$ cat config.mk
export PLATFORM = sky130hd
export DESIGN_NAME = dfc_channel_control
export DESIGN_NICKNAME = d
export VERILOG_FILES = /design/src/design/dfc_pkg.sv /design/src/design/dfc_channel_control.sv
export SDC_FILE = /design/constraint.sdc
export NUM_CORES = 2
export LEC_CHECK = 0
export BUFFER_PORTS_ARGS = -buffer_cell sky130_fd_sc_hd__buf_2
export CORE_AREA = 2 2 266 268
export CTS_BUF_LIST = sky130_fd_sc_hd__clkbuf_4 sky130_fd_sc_hd__clkbuf_8 sky130_fd_sc_hd__clkbuf_16
export DETAILED_ROUTE_END_ITERATION = 8
export DIE_AREA = 0 0 268 270
export HOLD_SLACK_MARGIN = 0.1
export PLACE_DENSITY = 0.81
export SETUP_SLACK_MARGIN = 0.5
export SLEW_MARGIN = 20
export SYNTH_ARGS = -nofsm -noshare
export SYNTH_HDL_FRONTEND = slang
export SYNTH_SLANG_ARGS = --single-unit
$ cat constraint.sdc
create_clock -name clk -period 5.7 [get_ports clk]
set_input_delay 0.57 -clock clk [delete_from_list [all_inputs] [get_ports clk]]
set_output_delay 0.57 -clock clk [all_outputs]
set_load 0.1 [all_outputs]
$ cat src/design/dfc_pkg.sv
// Purpose: constants for the synthesizer function-control register bank
// Assumes: one 200 MHz system clock, synchronous active-low reset
// Notes: offsets are register indices on the plain register port
package dfc_pkg;
  // ----------------------------------------------------------------------
  // register map
  // ----------------------------------------------------------------------
  localparam int ADDR_W = 8;
  localparam int DATA_W = 32;
  localparam logic [7:0] GLOBAL_OFS = 8'h02;
  localparam logic [7:0] CHAN_OFS = 8'h03;
  localparam logic [7:0] SELECT_OFS = 8'h00; // channel select, 4 bits
  localparam logic [7:0] UPDATE_OFS = 8'h10; // write any value: update
  localparam logic [7:0] STATUS_OFS = 8'h11; // live reload, no-dwell and hold flags
  localparam int NCH = 4;
  localparam int GLOBAL_W = 16;
  localparam int CHAN_W = 24;
  localparam int ACC_W = 32;
  localparam int RATE_W = 8;
  // ----------------------------------------------------------------------
  // global register fields
  // ----------------------------------------------------------------------
  localparam int G_AUTO_SWEEP = 15;
  localparam int G_CLR_SWEEP = 14;
  localparam int G_AUTO_PHASE = 13;
  localparam int G_CLR_PHASE = 12;
  localparam int G_AUTOSYNC = 7;
  localparam int G_SYNCMASTER = 6;
  localparam int G_SYNCSTATUS = 5;
  localparam int G_SYNCMASK = 4;
  localparam logic [15:0] GLOBAL_MASK = 16'hF0F3;
  localparam logic [15:0] GLOBAL_RST = 16'h0000;
  // ----------------------------------------------------------------------
  // channel register fields
  // ----------------------------------------------------------------------
  localparam int C_MOD_HI = 23;
  localparam int C_MOD_LO = 22;
  localparam int C_NODWELL = 15;
  localparam int C_SWEEP_EN = 14;
  localparam int C_LOAD_RATE = 13;
  localparam int C_FS_HI = 9;
  localparam int C_FS_LO = 8;
  localparam int C_DIG_PD = 7;
  localparam int C_DAC_PD = 6;
  localparam int C_MATCHED = 5;
  localparam int C_AUTO_SWEEP = 4;
  localparam int C_CLR_SWEEP = 3;
  localparam int C_AUTO_PHASE = 2;
  localparam int C_CLR_PHASE = 1;
  localparam int C_SINE = 0;
  // bit 10 must be zero, 21:16 and 12:11 unused
  localparam logic [23:0] CHAN_MASK = 24'hC0E3FF;
  localparam logic [23:0] CHAN_RST = 24'h000300;
  localparam logic [ACC_W-1:0] ACC_ZERO = 32'h00000000;
  localparam logic [RATE_W-1:0] TIMER_ONE = 8'h01;
  localparam int MATCH_DEPTH = 2; // equalising stages for matched mode
endpackage : dfc_pkg

$ cat src/design/dfc_channel_control.sv
// Purpose: global and per-channel function registers of a 4-channel DDS
// Assumes: host writes take effect at once; a write to the update offset only strobes autoclears and timer reloads
// Notes: accumulators here are a minimal core model steered by the bits
//
// The strobed register port was left to the implementer.
`timescale 1ns/1ps
// Contract
// - global bit 15 set: update zeroes all sweep accumulators one cycle
// - global bit 15 clear: new delta only reaches accumulator input
// - global bit 14 set: all sweep accumulators held clear
// - global bit 13 set: update zeroes all phase accumulators one cycle
// - global bit 12 set: all phase accumulators held clear
// - global holds sync fields at 7,6,5,4 and 1:0; 11:8,3:2 unused
// - channel bits 23:22 select modulated quantity; 21:16 unused
// - bit 15 gives no-dwell sweep only while bit 14 set
// - bit 14 adds delta into frequency accumulator at ramp rate
// - ramp timer reloads at count one, or on update if bit 13
// - bits 9:8 are DAC full-scale code, reset to 11
// - bit 7 powers down the channel digital core
// - bit 6 powers down the channel DAC
// - bit 5 enables matched pipeline delays
// - bit 4: update clears this channel's sweep accumulator one cycle
// - bit 3: this channel's sweep accumulator held clear
// - bit 2: update clears this channel's phase accumulator one cycle
// - bit 1: this channel's phase accumulator held clear
// - bit 0 selects sine when set, cosine when clear
// - channel register at 0x03, 24 bits, bit 10 forced zero
// - global register at 0x02, 16 bits wide
module dfc_channel_control (
  input wire logic clk,
  input wire logic rst_n,
  input wire logic [dfc_pkg::ADDR_W-1:0] regAddr,
  input wire logic [dfc_pkg::DATA_W-1:0] regWdata,
  input wire logic regWr,
  input wire logic regRd,
  output logic [dfc_pkg::DATA_W-1:0] regRdata,
  input wire logic [dfc_pkg::ACC_W-1:0] deltaWord,
  input wire logic [dfc_pkg::ACC_W-1:0] tuningWord,
  input wire logic [dfc_pkg::RATE_W-1:0] sweepRampRate,
  output logic [dfc_pkg::NCH*dfc_pkg::ACC_W-1:0] phaseAcc,
  output logic [dfc_pkg::NCH*dfc_pkg::ACC_W-1:0] sweepAcc,
  output logic [dfc_pkg::NCH*2-1:0] modulationQuantitySelect,
  output logic [dfc_pkg::NCH*2-1:0] dacFullScale,
  output logic [dfc_pkg::NCH-1:0] digitalPowerDown,
  output logic [dfc_pkg::NCH-1:0] dacPowerDown,
  output logic [dfc_pkg::NCH-1:0] matchedDelay,
  output logic [dfc_pkg::NCH-1:0] sineSelect,
  output logic [dfc_pkg::NCH-1:0] noDwellActive,
  output logic [7:0] syncControl
);
  localparam int N = dfc_pkg::NCH;
  localparam int AW = dfc_pkg::ACC_W;

  logic [dfc_pkg::GLOBAL_W-1:0] global_reg;
  logic [dfc_pkg::CHAN_W-1:0] chan_reg [N];
  logic [N-1:0] chanSel_reg;
  logic ioUpdate;
  logic [AW-1:0] phase_reg [N];
  logic [AW-1:0] sweep_reg [N];
  logic [dfc_pkg::RATE_W-1:0] timer_reg [N];
  logic [AW-1:0] tuneDly_reg [dfc_pkg::MATCH_DEPTH];
  logic [N-1:0] sweepHold;
  logic [N-1:0] phaseHold;
  logic [N-1:0] sweepZero;
  logic [N-1:0] phaseZero;
  logic [N-1:0] timerReload;

  // ----------------------------------------------------------------------
  // register writes
  // ----------------------------------------------------------------------
  // update strobe is a write to its own offset, one cycle wide
  assign ioUpdate = regWr && (regAddr == dfc_pkg::UPDATE_OFS);

  // global register; unused bits never store so they read zero
  always_ff @(posedge clk) begin
    if (!rst_n) begin
      global_reg <= dfc_pkg::GLOBAL_RST;
    end else if (regWr && regAddr == dfc_pkg::GLOBAL_OFS) begin
      global_reg <= regWdata[15:0] & dfc_pkg::GLOBAL_MASK;
    end
  end

  // channel select picks which channel copies take a channel write
  always_ff @(posedge clk) begin
    if (!rst_n) begin
      chanSel_reg <= {N{1'b1}};
    end else if (regWr && regAddr == dfc_pkg::SELECT_OFS) begin
      chanSel_reg <= regWdata[N-1:0];
    end
  end

  // per-channel function registers; bit 10 is masked to keep it zero
  always_ff @(posedge clk) begin
    for (int i = 0; i < N; i++) begin
      if (!rst_n) begin
        chan_reg[i] <= dfc_pkg::CHAN_RST;
      end else if (regWr && regAddr == dfc_pkg::CHAN_OFS
                   && chanSel_reg[i]) begin
        chan_reg[i] <= regWdata[23:0] & dfc_pkg::CHAN_MASK;
      end
    end
  end

  // ----------------------------------------------------------------------
  // register reads
  // ----------------------------------------------------------------------
  // channel readback uses the lowest selected channel
  always_ff @(posedge clk) begin
    if (!rst_n) begin
      regRdata <= '0;
    end else if (regRd) begin
      if (regAddr == dfc_pkg::GLOBAL_OFS) begin
        regRdata <= {16'h0000, global_reg};
      end else if (regAddr == dfc_pkg::CHAN_OFS) begin
        regRdata <= 32'h00000000;
        for (int i = N - 1; i >= 0; i--) begin
          if (chanSel_reg[i]) regRdata <= {8'h00, chan_reg[i]};
        end
      end else if (regAddr == dfc_pkg::SELECT_OFS) begin
        regRdata <= {28'h0000000, chanSel_reg};
      end else if (regAddr == dfc_pkg::STATUS_OFS) begin
        regRdata <= {16'h0000, timerReload, noDwellActive,
                     sweepHold, phaseHold};
      end else begin
        regRdata <= 32'h00000000; // unmapped reads zero
      end
    end
  end

  // ----------------------------------------------------------------------
  // clear decode
  // ----------------------------------------------------------------------
  // held clears win over everything; strobed clears last one cycle
  always_comb begin
    for (int i = 0; i < N; i++) begin
      sweepHold[i] = global_reg[dfc_pkg::G_CLR_SWEEP]
                     || chan_reg[i][dfc_pkg::C_CLR_SWEEP];
      phaseHold[i] = global_reg[dfc_pkg::G_CLR_PHASE]
                     || chan_reg[i][dfc_pkg::C_CLR_PHASE];
      sweepZero[i] = ioUpdate && (global_reg[dfc_pkg::G_AUTO_SWEEP]
                     || chan_reg[i][dfc_pkg::C_AUTO_SWEEP]);
      phaseZero[i] = ioUpdate && (global_reg[dfc_pkg::G_AUTO_PHASE]
                     || chan_reg[i][dfc_pkg::C_AUTO_PHASE]);
      timerReload[i] = (timer_reg[i] == dfc_pkg::TIMER_ONE)
                       || (ioUpdate && chan_reg[i][dfc_pkg::C_LOAD_RATE]);
    end
  end

  // ----------------------------------------------------------------------
  // ramp-rate timers
  // ----------------------------------------------------------------------
  // reload at one, or on update when enabled
  always_ff @(posedge clk) begin
    for (int i = 0; i < N; i++) begin
      if (!rst_n) begin
        timer_reg[i] <= dfc_pkg::TIMER_ONE;
      end else if (timerReload[i]) begin
        timer_reg[i] <= sweepRampRate;
      end else if (timer_reg[i] != '0) begin
        timer_reg[i] <= timer_reg[i] - 8'h01;
      end
    end
  end

  // ----------------------------------------------------------------------
  // sweep accumulators
  // ----------------------------------------------------------------------
  // delta only added on a timer tick; otherwise just sits at the input
  always_ff @(posedge clk) begin
    for (int i = 0; i < N; i++) begin
      if (!rst_n || sweepHold[i]) begin
        sweep_reg[i] <= dfc_pkg::ACC_ZERO;
      end else if (sweepZero[i]) begin
        sweep_reg[i] <= dfc_pkg::ACC_ZERO;
      end else if (chan_reg[i][dfc_pkg::C_SWEEP_EN]
                   && !chan_reg[i][dfc_pkg::C_DIG_PD]
                   && timer_reg[i] == dfc_pkg::TIMER_ONE) begin
        sweep_reg[i] <= sweep_reg[i] + deltaWord;
      end
    end
  end

  // ----------------------------------------------------------------------
  // phase accumulators
  // ----------------------------------------------------------------------
  // matched mode delays the tuning word to line up with other paths
  always_ff @(posedge clk) begin
    if (!rst_n) begin
      for (int k = 0; k < dfc_pkg::MATCH_DEPTH; k++) tuneDly_reg[k] <= '0;
    end else begin
      tuneDly_reg[0] <= tuningWord;
      for (int k = 1; k < dfc_pkg::MATCH_DEPTH; k++)
        tuneDly_reg[k] <= tuneDly_reg[k-1];
    end
  end

  // step is tuning plus sweep offset; power-down freezes the core
  always_ff @(posedge clk) begin
    for (int i = 0; i < N; i++) begin
      if (!rst_n || phaseHold[i]) begin
        phase_reg[i] <= dfc_pkg::ACC_ZERO;
      end else if (phaseZero[i]) begin
        phase_reg[i] <= dfc_pkg::ACC_ZERO;
      end else if (!chan_reg[i][dfc_pkg::C_DIG_PD]) begin
        phase_reg[i] <= phase_reg[i] + sweep_reg[i]
          + (chan_reg[i][dfc_pkg::C_MATCHED]
             ? tuneDly_reg[dfc_pkg::MATCH_DEPTH-1] : tuningWord);
      end
    end
  end

  // ----------------------------------------------------------------------
  // registered outputs
  // ----------------------------------------------------------------------
  // all control outputs registered so they come straight from flops
  always_ff @(posedge clk) begin
    if (!rst_n) begin
      phaseAcc <= '0;
      sweepAcc <= '0;
      modulationQuantitySelect <= '0;
      dacFullScale <= {N{2'b11}};
      digitalPowerDown <= '0;
      dacPowerDown <= '0;
      matchedDelay <= '0;
      sineSelect <= '0;
      noDwellActive <= '0;
      syncControl <= '0;
    end else begin
      for (int i = 0; i < N; i++) begin
        phaseAcc[i*AW +: AW] <= phase_reg[i];
        sweepAcc[i*AW +: AW] <= sweep_reg[i];
        modulationQuantitySelect[i*2 +: 2] <=
          chan_reg[i][dfc_pkg::C_MOD_HI:dfc_pkg::C_MOD_LO];
        dacFullScale[i*2 +: 2] <=
          chan_reg[i][dfc_pkg::C_FS_HI:dfc_pkg::C_FS_LO];
        digitalPowerDown[i] <= chan_reg[i][dfc_pkg::C_DIG_PD];
        dacPowerDown[i] <= chan_reg[i][dfc_pkg::C_DAC_PD];
        matchedDelay[i] <= chan_reg[i][dfc_pkg::C_MATCHED];
        sineSelect[i] <= chan_reg[i][dfc_pkg::C_SINE];
        noDwellActive[i] <= chan_reg[i][dfc_pkg::C_NODWELL]
                            && chan_reg[i][dfc_pkg::C_SWEEP_EN];
      end
      syncControl <= global_reg[7:0];
    end
  end

  // ----------------------------------------------------------------------
  // checks
  // ----------------------------------------------------------------------
  // strobed clears: zero on the edge after the strobe, then run again
  a_global_sweep_auto: assert property (
    @(posedge clk) disable iff (!rst_n)
    (ioUpdate && global_reg[dfc_pkg::G_AUTO_SWEEP])
    |=> sweep_reg[0] == '0 && sweep_reg[3] == '0)
    else $error("global sweep autoclear missed");
  a_global_phase_auto: assert property (
    @(posedge clk) disable iff (!rst_n)
    (ioUpdate && global_reg[dfc_pkg::G_AUTO_PHASE])
    |=> phase_reg[2] == '0)
    else $error("global phase autoclear missed");
  a_chan_sweep_auto: assert property (
    @(posedge clk) disable iff (!rst_n)
    (ioUpdate && chan_reg[2][dfc_pkg::C_AUTO_SWEEP])
    |=> sweep_reg[2] == '0)
    else $error("channel sweep autoclear missed");
  a_chan_phase_auto: assert property (
    @(posedge clk) disable iff (!rst_n)
    (ioUpdate && chan_reg[1][dfc_pkg::C_AUTO_PHASE])
    |=> phase_reg[1] == '0)
    else $error("channel phase autoclear missed");
  // without an autoclear the strobe may not load anything by itself
  a_sweep_no_force: assert property (
    @(posedge clk) disable iff (!rst_n)
    (ioUpdate && !sweepZero[0] && !sweepHold[0])
    |=> (sweep_reg[0] == $past(sweep_reg[0])
    || sweep_reg[0] == $past(sweep_reg[0]) + $past(deltaWord)))
    else $error("sweep accumulator forced by update");

  // held clears: zero for as long as the bit stays set
  a_global_sweep_hold: assert property (
    @(posedge clk) disable iff (!rst_n)
    global_reg[dfc_pkg::G_CLR_SWEEP] [*2] |-> sweep_reg[1] == '0)
    else $error("global sweep clear not held");
  a_global_phase_hold: assert property (
    @(posedge clk) disable iff (!rst_n)
    global_reg[dfc_pkg::G_CLR_PHASE] |=> phase_reg[0] == '0)
    else $error("global phase clear not held");
  a_chan_sweep_hold: assert property (
    @(posedge clk) disable iff (!rst_n)
    chan_reg[1][dfc_pkg::C_CLR_SWEEP] |=> sweep_reg[1] == '0)
    else $error("channel sweep clear not held");
  a_chan_phase_hold: assert property (
    @(posedge clk) disable iff (!rst_n)
    chan_reg[3][dfc_pkg::C_CLR_PHASE] |=> phase_reg[3] == '0)
    else $error("channel phase clear not held");
  // first step after a held clear starts again from zero
  a_phase_resume: assert property (
    @(posedge clk) disable iff (!rst_n)
    phaseHold[0] ##1 (!phaseHold[0] && !phaseZero[0]
    && !chan_reg[0][dfc_pkg::C_DIG_PD] && !chan_reg[0][dfc_pkg::C_MATCHED])
    |=> phase_reg[0] == $past(sweep_reg[0]) + $past(tuningWord))
    else $error("phase did not resume after clear");

  // sweep gating and the ramp-rate timer
  a_sweep_frozen: assert property (
    @(posedge clk) disable iff (!rst_n)
    (!chan_reg[0][dfc_pkg::C_SWEEP_EN] && !sweepZero[0])
    |=> sweep_reg[0] == '0 || $stable(sweep_reg[0]))
    else $error("sweep moved while disabled");
  a_timer_reload: assert property (
    @(posedge clk) disable iff (!rst_n)
    (ioUpdate && chan_reg[0][dfc_pkg::C_LOAD_RATE])
    |=> timer_reg[0] == $past(sweepRampRate))
    else $error("ramp timer not reloaded");
  a_timer_tick: assert property (
    @(posedge clk) disable iff (!rst_n)
    timer_reg[0] == dfc_pkg::TIMER_ONE
    |=> timer_reg[0] == $past(sweepRampRate))
    else $error("ramp timer not reloaded at one");
  a_timer_count: assert property (
    @(posedge clk) disable iff (!rst_n)
    (timer_reg[0] > dfc_pkg::TIMER_ONE
    && !(ioUpdate && chan_reg[0][dfc_pkg::C_LOAD_RATE]))
    |=> timer_reg[0] == $past(timer_reg[0]) - dfc_pkg::TIMER_ONE)
    else $error("ramp timer did not count down");
  a_nodwell_gate: assert property (
    @(posedge clk) disable iff (!rst_n)
    !chan_reg[0][dfc_pkg::C_SWEEP_EN] |=> !noDwellActive[0])
    else $error("no-dwell active without sweep");
  // power-down stops both accumulators; clears still reach them
  a_core_frozen: assert property (
    @(posedge clk) disable iff (!rst_n)
    (chan_reg[1][dfc_pkg::C_DIG_PD] && !phaseHold[1] && !phaseZero[1])
    |=> $stable(phase_reg[1]))
    else $error("phase moved while powered down");
  a_sweep_pd_frozen: assert property (
    @(posedge clk) disable iff (!rst_n)
    (chan_reg[2][dfc_pkg::C_DIG_PD] && !sweepHold[2] && !sweepZero[2])
    |=> $stable(sweep_reg[2]))
    else $error("sweep moved while powered down");

  // register fields and the outputs that follow them by one edge
  a_bit10_zero: assert property (
    @(posedge clk) disable iff (!rst_n)
    chan_reg[1][10] == 1'b0)
    else $error("channel bit 10 not zero");
  a_global_unused: assert property (
    @(posedge clk) disable iff (!rst_n)
    (global_reg & ~dfc_pkg::GLOBAL_MASK) == '0)
    else $error("unused global bits stored");
  a_sync_out: assert property (
    @(posedge clk) disable iff (!rst_n)
    syncControl == $past(global_reg[dfc_pkg::G_AUTOSYNC:0]))
    else $error("sync field output wrong");
  a_mod_out: assert property (
    @(posedge clk) disable iff (!rst_n)
    modulationQuantitySelect[7:6]
    == $past(chan_reg[3][dfc_pkg::C_MOD_HI:dfc_pkg::C_MOD_LO]))
    else $error("modulation select output wrong");
  a_fullscale_out: assert property (
    @(posedge clk) disable iff (!rst_n)
    dacFullScale[1:0]
    == $past(chan_reg[0][dfc_pkg::C_FS_HI:dfc_pkg::C_FS_LO]))
    else $error("full-scale output wrong");
  a_dac_pd_out: assert property (
    @(posedge clk) disable iff (!rst_n)
    dacPowerDown[2] == $past(chan_reg[2][dfc_pkg::C_DAC_PD]))
    else $error("converter power-down output wrong");
  a_matched_out: assert property (
    @(posedge clk) disable iff (!rst_n)
    matchedDelay[1] == $past(chan_reg[1][dfc_pkg::C_MATCHED]))
    else $error("matched delay output wrong");
  a_sine_out: assert property (
    @(posedge clk) disable iff (!rst_n)
    sineSelect[3] == $past(chan_reg[3][dfc_pkg::C_SINE]))
    else $error("sine select output wrong");
endmodule : dfc_channel_control

==> results.sh <==
export IMPL_layout_nets=4884
export IMPL_post_cts_setup_buffers=0
export IMPL_antenna_found_initial=12
export IMPL_cts_tree="yes"
export IMPL_avgSynthCellArea_um2=10.3
export IMPL_use_met2_pct=51.7
export IMPL_grt_use_total_pct=35.1
export IMPL_overflow=0
export IMPL_cp_slowest_cell="edfxtp_1"
export IMPL_cts_sinks=742
export IMPL_hpwl_mm=95.2
export IMPL_start_util_pct=59.6
export IMPL_die_h_um=270
export IMPL_p_leak_uw=0.0211
export IMPL_wl_mm=129
export IMPL_startpoint="chan_reg[0][20]$_SDFFCE_PN0P_"
export IMPL_clockBufferDepth=3
export IMPL_num_rows=97
export IMPL_peakVddDrop_uv=281
export IMPL_synth_top_cell_area_share_pct=25.2
export IMPL_met1_usage_pct=46.3
export IMPL_synth_ff_type="dfxtp_1"
export IMPL_hold_slack_ps=210
export IMPL_max_cap_viol_count=0
export IMPL_path_max_fanout=10
export IMPL_setup_tns_final_ps=0
export IMPL_worstPathCellList="buf_4 -> mux2_2 -> fa_1 -> fa_1 -> a211oi_1 -> o21ai_1 -> a21boi_1 -> nor3_1 -> a311oi_2 -> o21ai_1 -> a211oi_1 -> xnor2_1 -> nor2_1"
export IMPL_ctsHtreeMaxLevel=3
export IMPL_netlist_top_cells_area="edfxtp_1, dfxtp_1, ha_1"
export IMPL_fin_crit_sh_pct=84.0
export IMPL_postCtsHoldBufs=0
export IMPL_yosysSeqAreaShare_pct=44.3
export IMPL_gr_max_usage_layer="met2"
export IMPL_final_hold_viol_count=0
export IMPL_ys_types=81
export IMPL_worstSetupPathType="flip-flop to flip-flop"
export IMPL_synth_area_leader_cell="edfxtp_1"
export IMPL_clk_latency_ps=640
export IMPL_use_met3_pct=8.89
export IMPL_arrival_ps=5160
export IMPL_setup_viol=0
export IMPL_yosys_warnings=0
export IMPL_grt_pass1_wl_mm=189
export IMPL_slew_viol_final=0
export IMPL_hold_start="regWdata[12]"
export IMPL_synth_edf_count=348
export IMPL_fin_skew_ps=27.4
export IMPL_fp_dieArea_mm2=0.0724
export IMPL_synthCells=4010
export IMPL_core_area_mm2=0.0695
export IMPL_first_iter_violations=3364
export IMPL_hp_class="primary input to flip-flop"
export IMPL_final_cell_area_mm2=0.0471
export IMPL_slew_headroom_pct=28.6
export IMPL_top_level_ports=448
export IMPL_syn_area_mm2=0.0414
export IMPL_vias=32600
export IMPL_drcViolationCount=0
export IMPL_end_kind="flip-flop"
export IMPL_slowest_delay_ps=700
export IMPL_synth_seq_cells=742
export IMPL_max_clock_freq_mhz=209
export IMPL_die_x_um=268
export IMPL_clk_pin_slew_ps=60
export IMPL_avgRoutedWirePerCell_um=23.8
export IMPL_worst_pin_slew_ps=1070
export IMPL_root_buffer="clkbuf_16"
export IMPL_fin_crit_ps=4790
export IMPL_grt_pass1_vias=30900
export IMPL_ant_nets=0
export IMPL_power_total_uw=18800
export IMPL_port_buffers=415
export IMPL_syn_to_final_growth_pct=13.7
export IMPL_status="finished clean"
export IMPL_synthArstFlopShare_pct=0
export IMPL_power_density_mw_per_mm2=399
export IMPL_drive_gt1_share_pct=16.5
export IMPL_required_ps=6070
export IMPL_r2r_cells=13
export IMPL_viasPerCell=6.04
export IMPL_gp_congestion=0.996
export IMPL_cts_resized=0
export IMPL_rsz0062_at_grt="no"
export IMPL_place_area_mm2=0.0443
export IMPL_cts_inserted_buffers=78
export IMPL_cp_start_kind="flip-flop"
export IMPL_whs_path_depth=3
export IMPL_r2r_start="chan_reg[0][20]$_SDFFCE_PN0P_"
export IMPL_dr_pass1_iters=5
export IMPL_grt_max_degree=130
metal layers:
| layer | part of all wire, % | vias up | wire length [µm] |
|---|---|---|---|
| li1 | - | 15000 | - |
| met1 | 39 | 15600 | 50100 |
| met2 | 43 | 1739 | 54900 |
| met3 | 11 | 344 | 14700 |
| met4 | 7.0 | 2 | 8950 |
| met5 | 0.010 | - | 13 |
critical path: cells and delay by family (launching register included):
| kind | cells | cell delay, ps |
|---|---|---|
| compound gates | 6 | 1800 |
| xor+xnor | 1 | 150 |
| fa+ha+maj | 2 | 960 |
| buf+inv | 1 | 300 |
| flops | 1 | 700 |
| mux | 1 | 370 |
| simple gates | 2 | 230 |
synth_stat cells (7+ instances only):
| library cell | number |
|---|---|
| a211oi_1 | 38 |
| clkbuf_1 | 131 |
| o21ai_1 | 16 |
| nor3_1 | 65 |
| and2_1 | 424 |
| o21a_1 | 31 |
| o211ai_1 | 27 |
| a31oi_1 | 23 |
| buf_1 | 19 |
| nor3b_1 | 12 |
| a22oi_1 | 20 |
| o21bai_1 | 42 |
| and3_1 | 32 |
| o21ai_0 | 147 |
| o31ai_1 | 22 |
| and4_1 | 8 |
| o31a_1 | 11 |
| nand2b_1 | 47 |
| xnor2_1 | 138 |
| buf_4 | 16 |
| a21oi_1 | 254 |
| edfxtp_1 | 348 |
| dfxtp_1 | 394 |
| nor2_1 | 385 |
| ha_1 | 252 |
| nand2_1 | 228 |
| nand3b_1 | 7 |
| nand3_1 | 72 |
| mux2_2 | 120 |
| xor2_1 | 93 |
| a211o_1 | 11 |
| mux2i_1 | 15 |
| or3_1 | 8 |
| nor4_1 | 16 |
| nand4_1 | 41 |
| a221o_1 | 7 |
| fa_1 | 132 |
| inv_1 | 91 |
| a21o_1 | 131 |
| nor2b_1 | 32 |
| o211a_1 | 14 |
| a21boi_0 | 15 |
cells by family (layout without fill, tap and decap cells):
family | after synthesis | after routing | share of synthesized area (%)
multiplexers | 136 | 136 | 3.66
adder cells (fa/ha/maj) | 384 | 384 | 14.0
buffers and inverters | 258 | 682 | 2.49
XOR/XNOR | 231 | 231 | 4.88
AND/OR/NAND/NOR | 1393 | 1393 | 17.1
AO/OA/AOI/OAI | 865 | 865 | 13.6
other | 1 | 31 | 0.00905
flip-flops | 742 | 742 | 44.3
metrics by stage:
step / std cells / utilization, % / worst slack, ps
final: 5404 / 67.7 / 914
after global routing: 5392 / 67.7 / 675
after CTS: 5389 / 67.6 / 1000
after detailed placement: 5244 / 63.7 / 1040
after global placement: 5244 / 63.7 / 1130
after floorplan: 4025 / - / 1460
path summary, 6_finish.rpt:
| check | endpoint | slack (ps) |
|---|---|---|
| worst max-delay path | phase_reg[1][31]$_SDFFCE_PN0P_ | 910 |
| worst min register to register | tuneDly_reg[0][60]$_SDFF_PN0_ | 430 |
| worst max register to register | phase_reg[1][31]$_SDFFCE_PN0P_ | 910 |
| worst min-delay path | global_reg[12]$_SDFFE_PN0P_ | 210 |
where the power goes:
part	internal, µW	total (µW)	switching (µW)
registers	6240	6740	506
clock network	3220	5430	2210
logic	2250	6620	4370
final cells by class:
cell class | count | area (µm²)
fillers | 5337 | 22500
repair buffers | 446 | 2320
well taps | 940 | 1180
inverters | 91 | 342
flip-flops and latches | 742 | 18300
clock buffers | 107 | 2340
diodes | 15 | 37.5
clock inverters | 38 | 415
multi-input cells | 3025 | 22100
cell usage in the layout, fill, tap and decap left out, types with 27 or more instances in the layout:
cell and instances:
inv_1 91, nor2_1 385, nand2b_1 46, o21ai_0 147
nand4_1 41, and2_1 424, xnor2_1 138, xor2_1 93
a211oi_1 38, mux2_2 120, edfxtp_1 348, o21bai_1 42
nand2_1 227, clkbuf_16 84, fa_1 132, and3_1 32
buf_2 414, o211ai_1 27, dfxtp_1 394, ha_1 252
buf_4 31, nand3_1 72, a21o_1 131, nor3_1 65
o21a_1 31, nor2b_1 32, a21oi_1 254
Power figures use the tool's default switching activity.
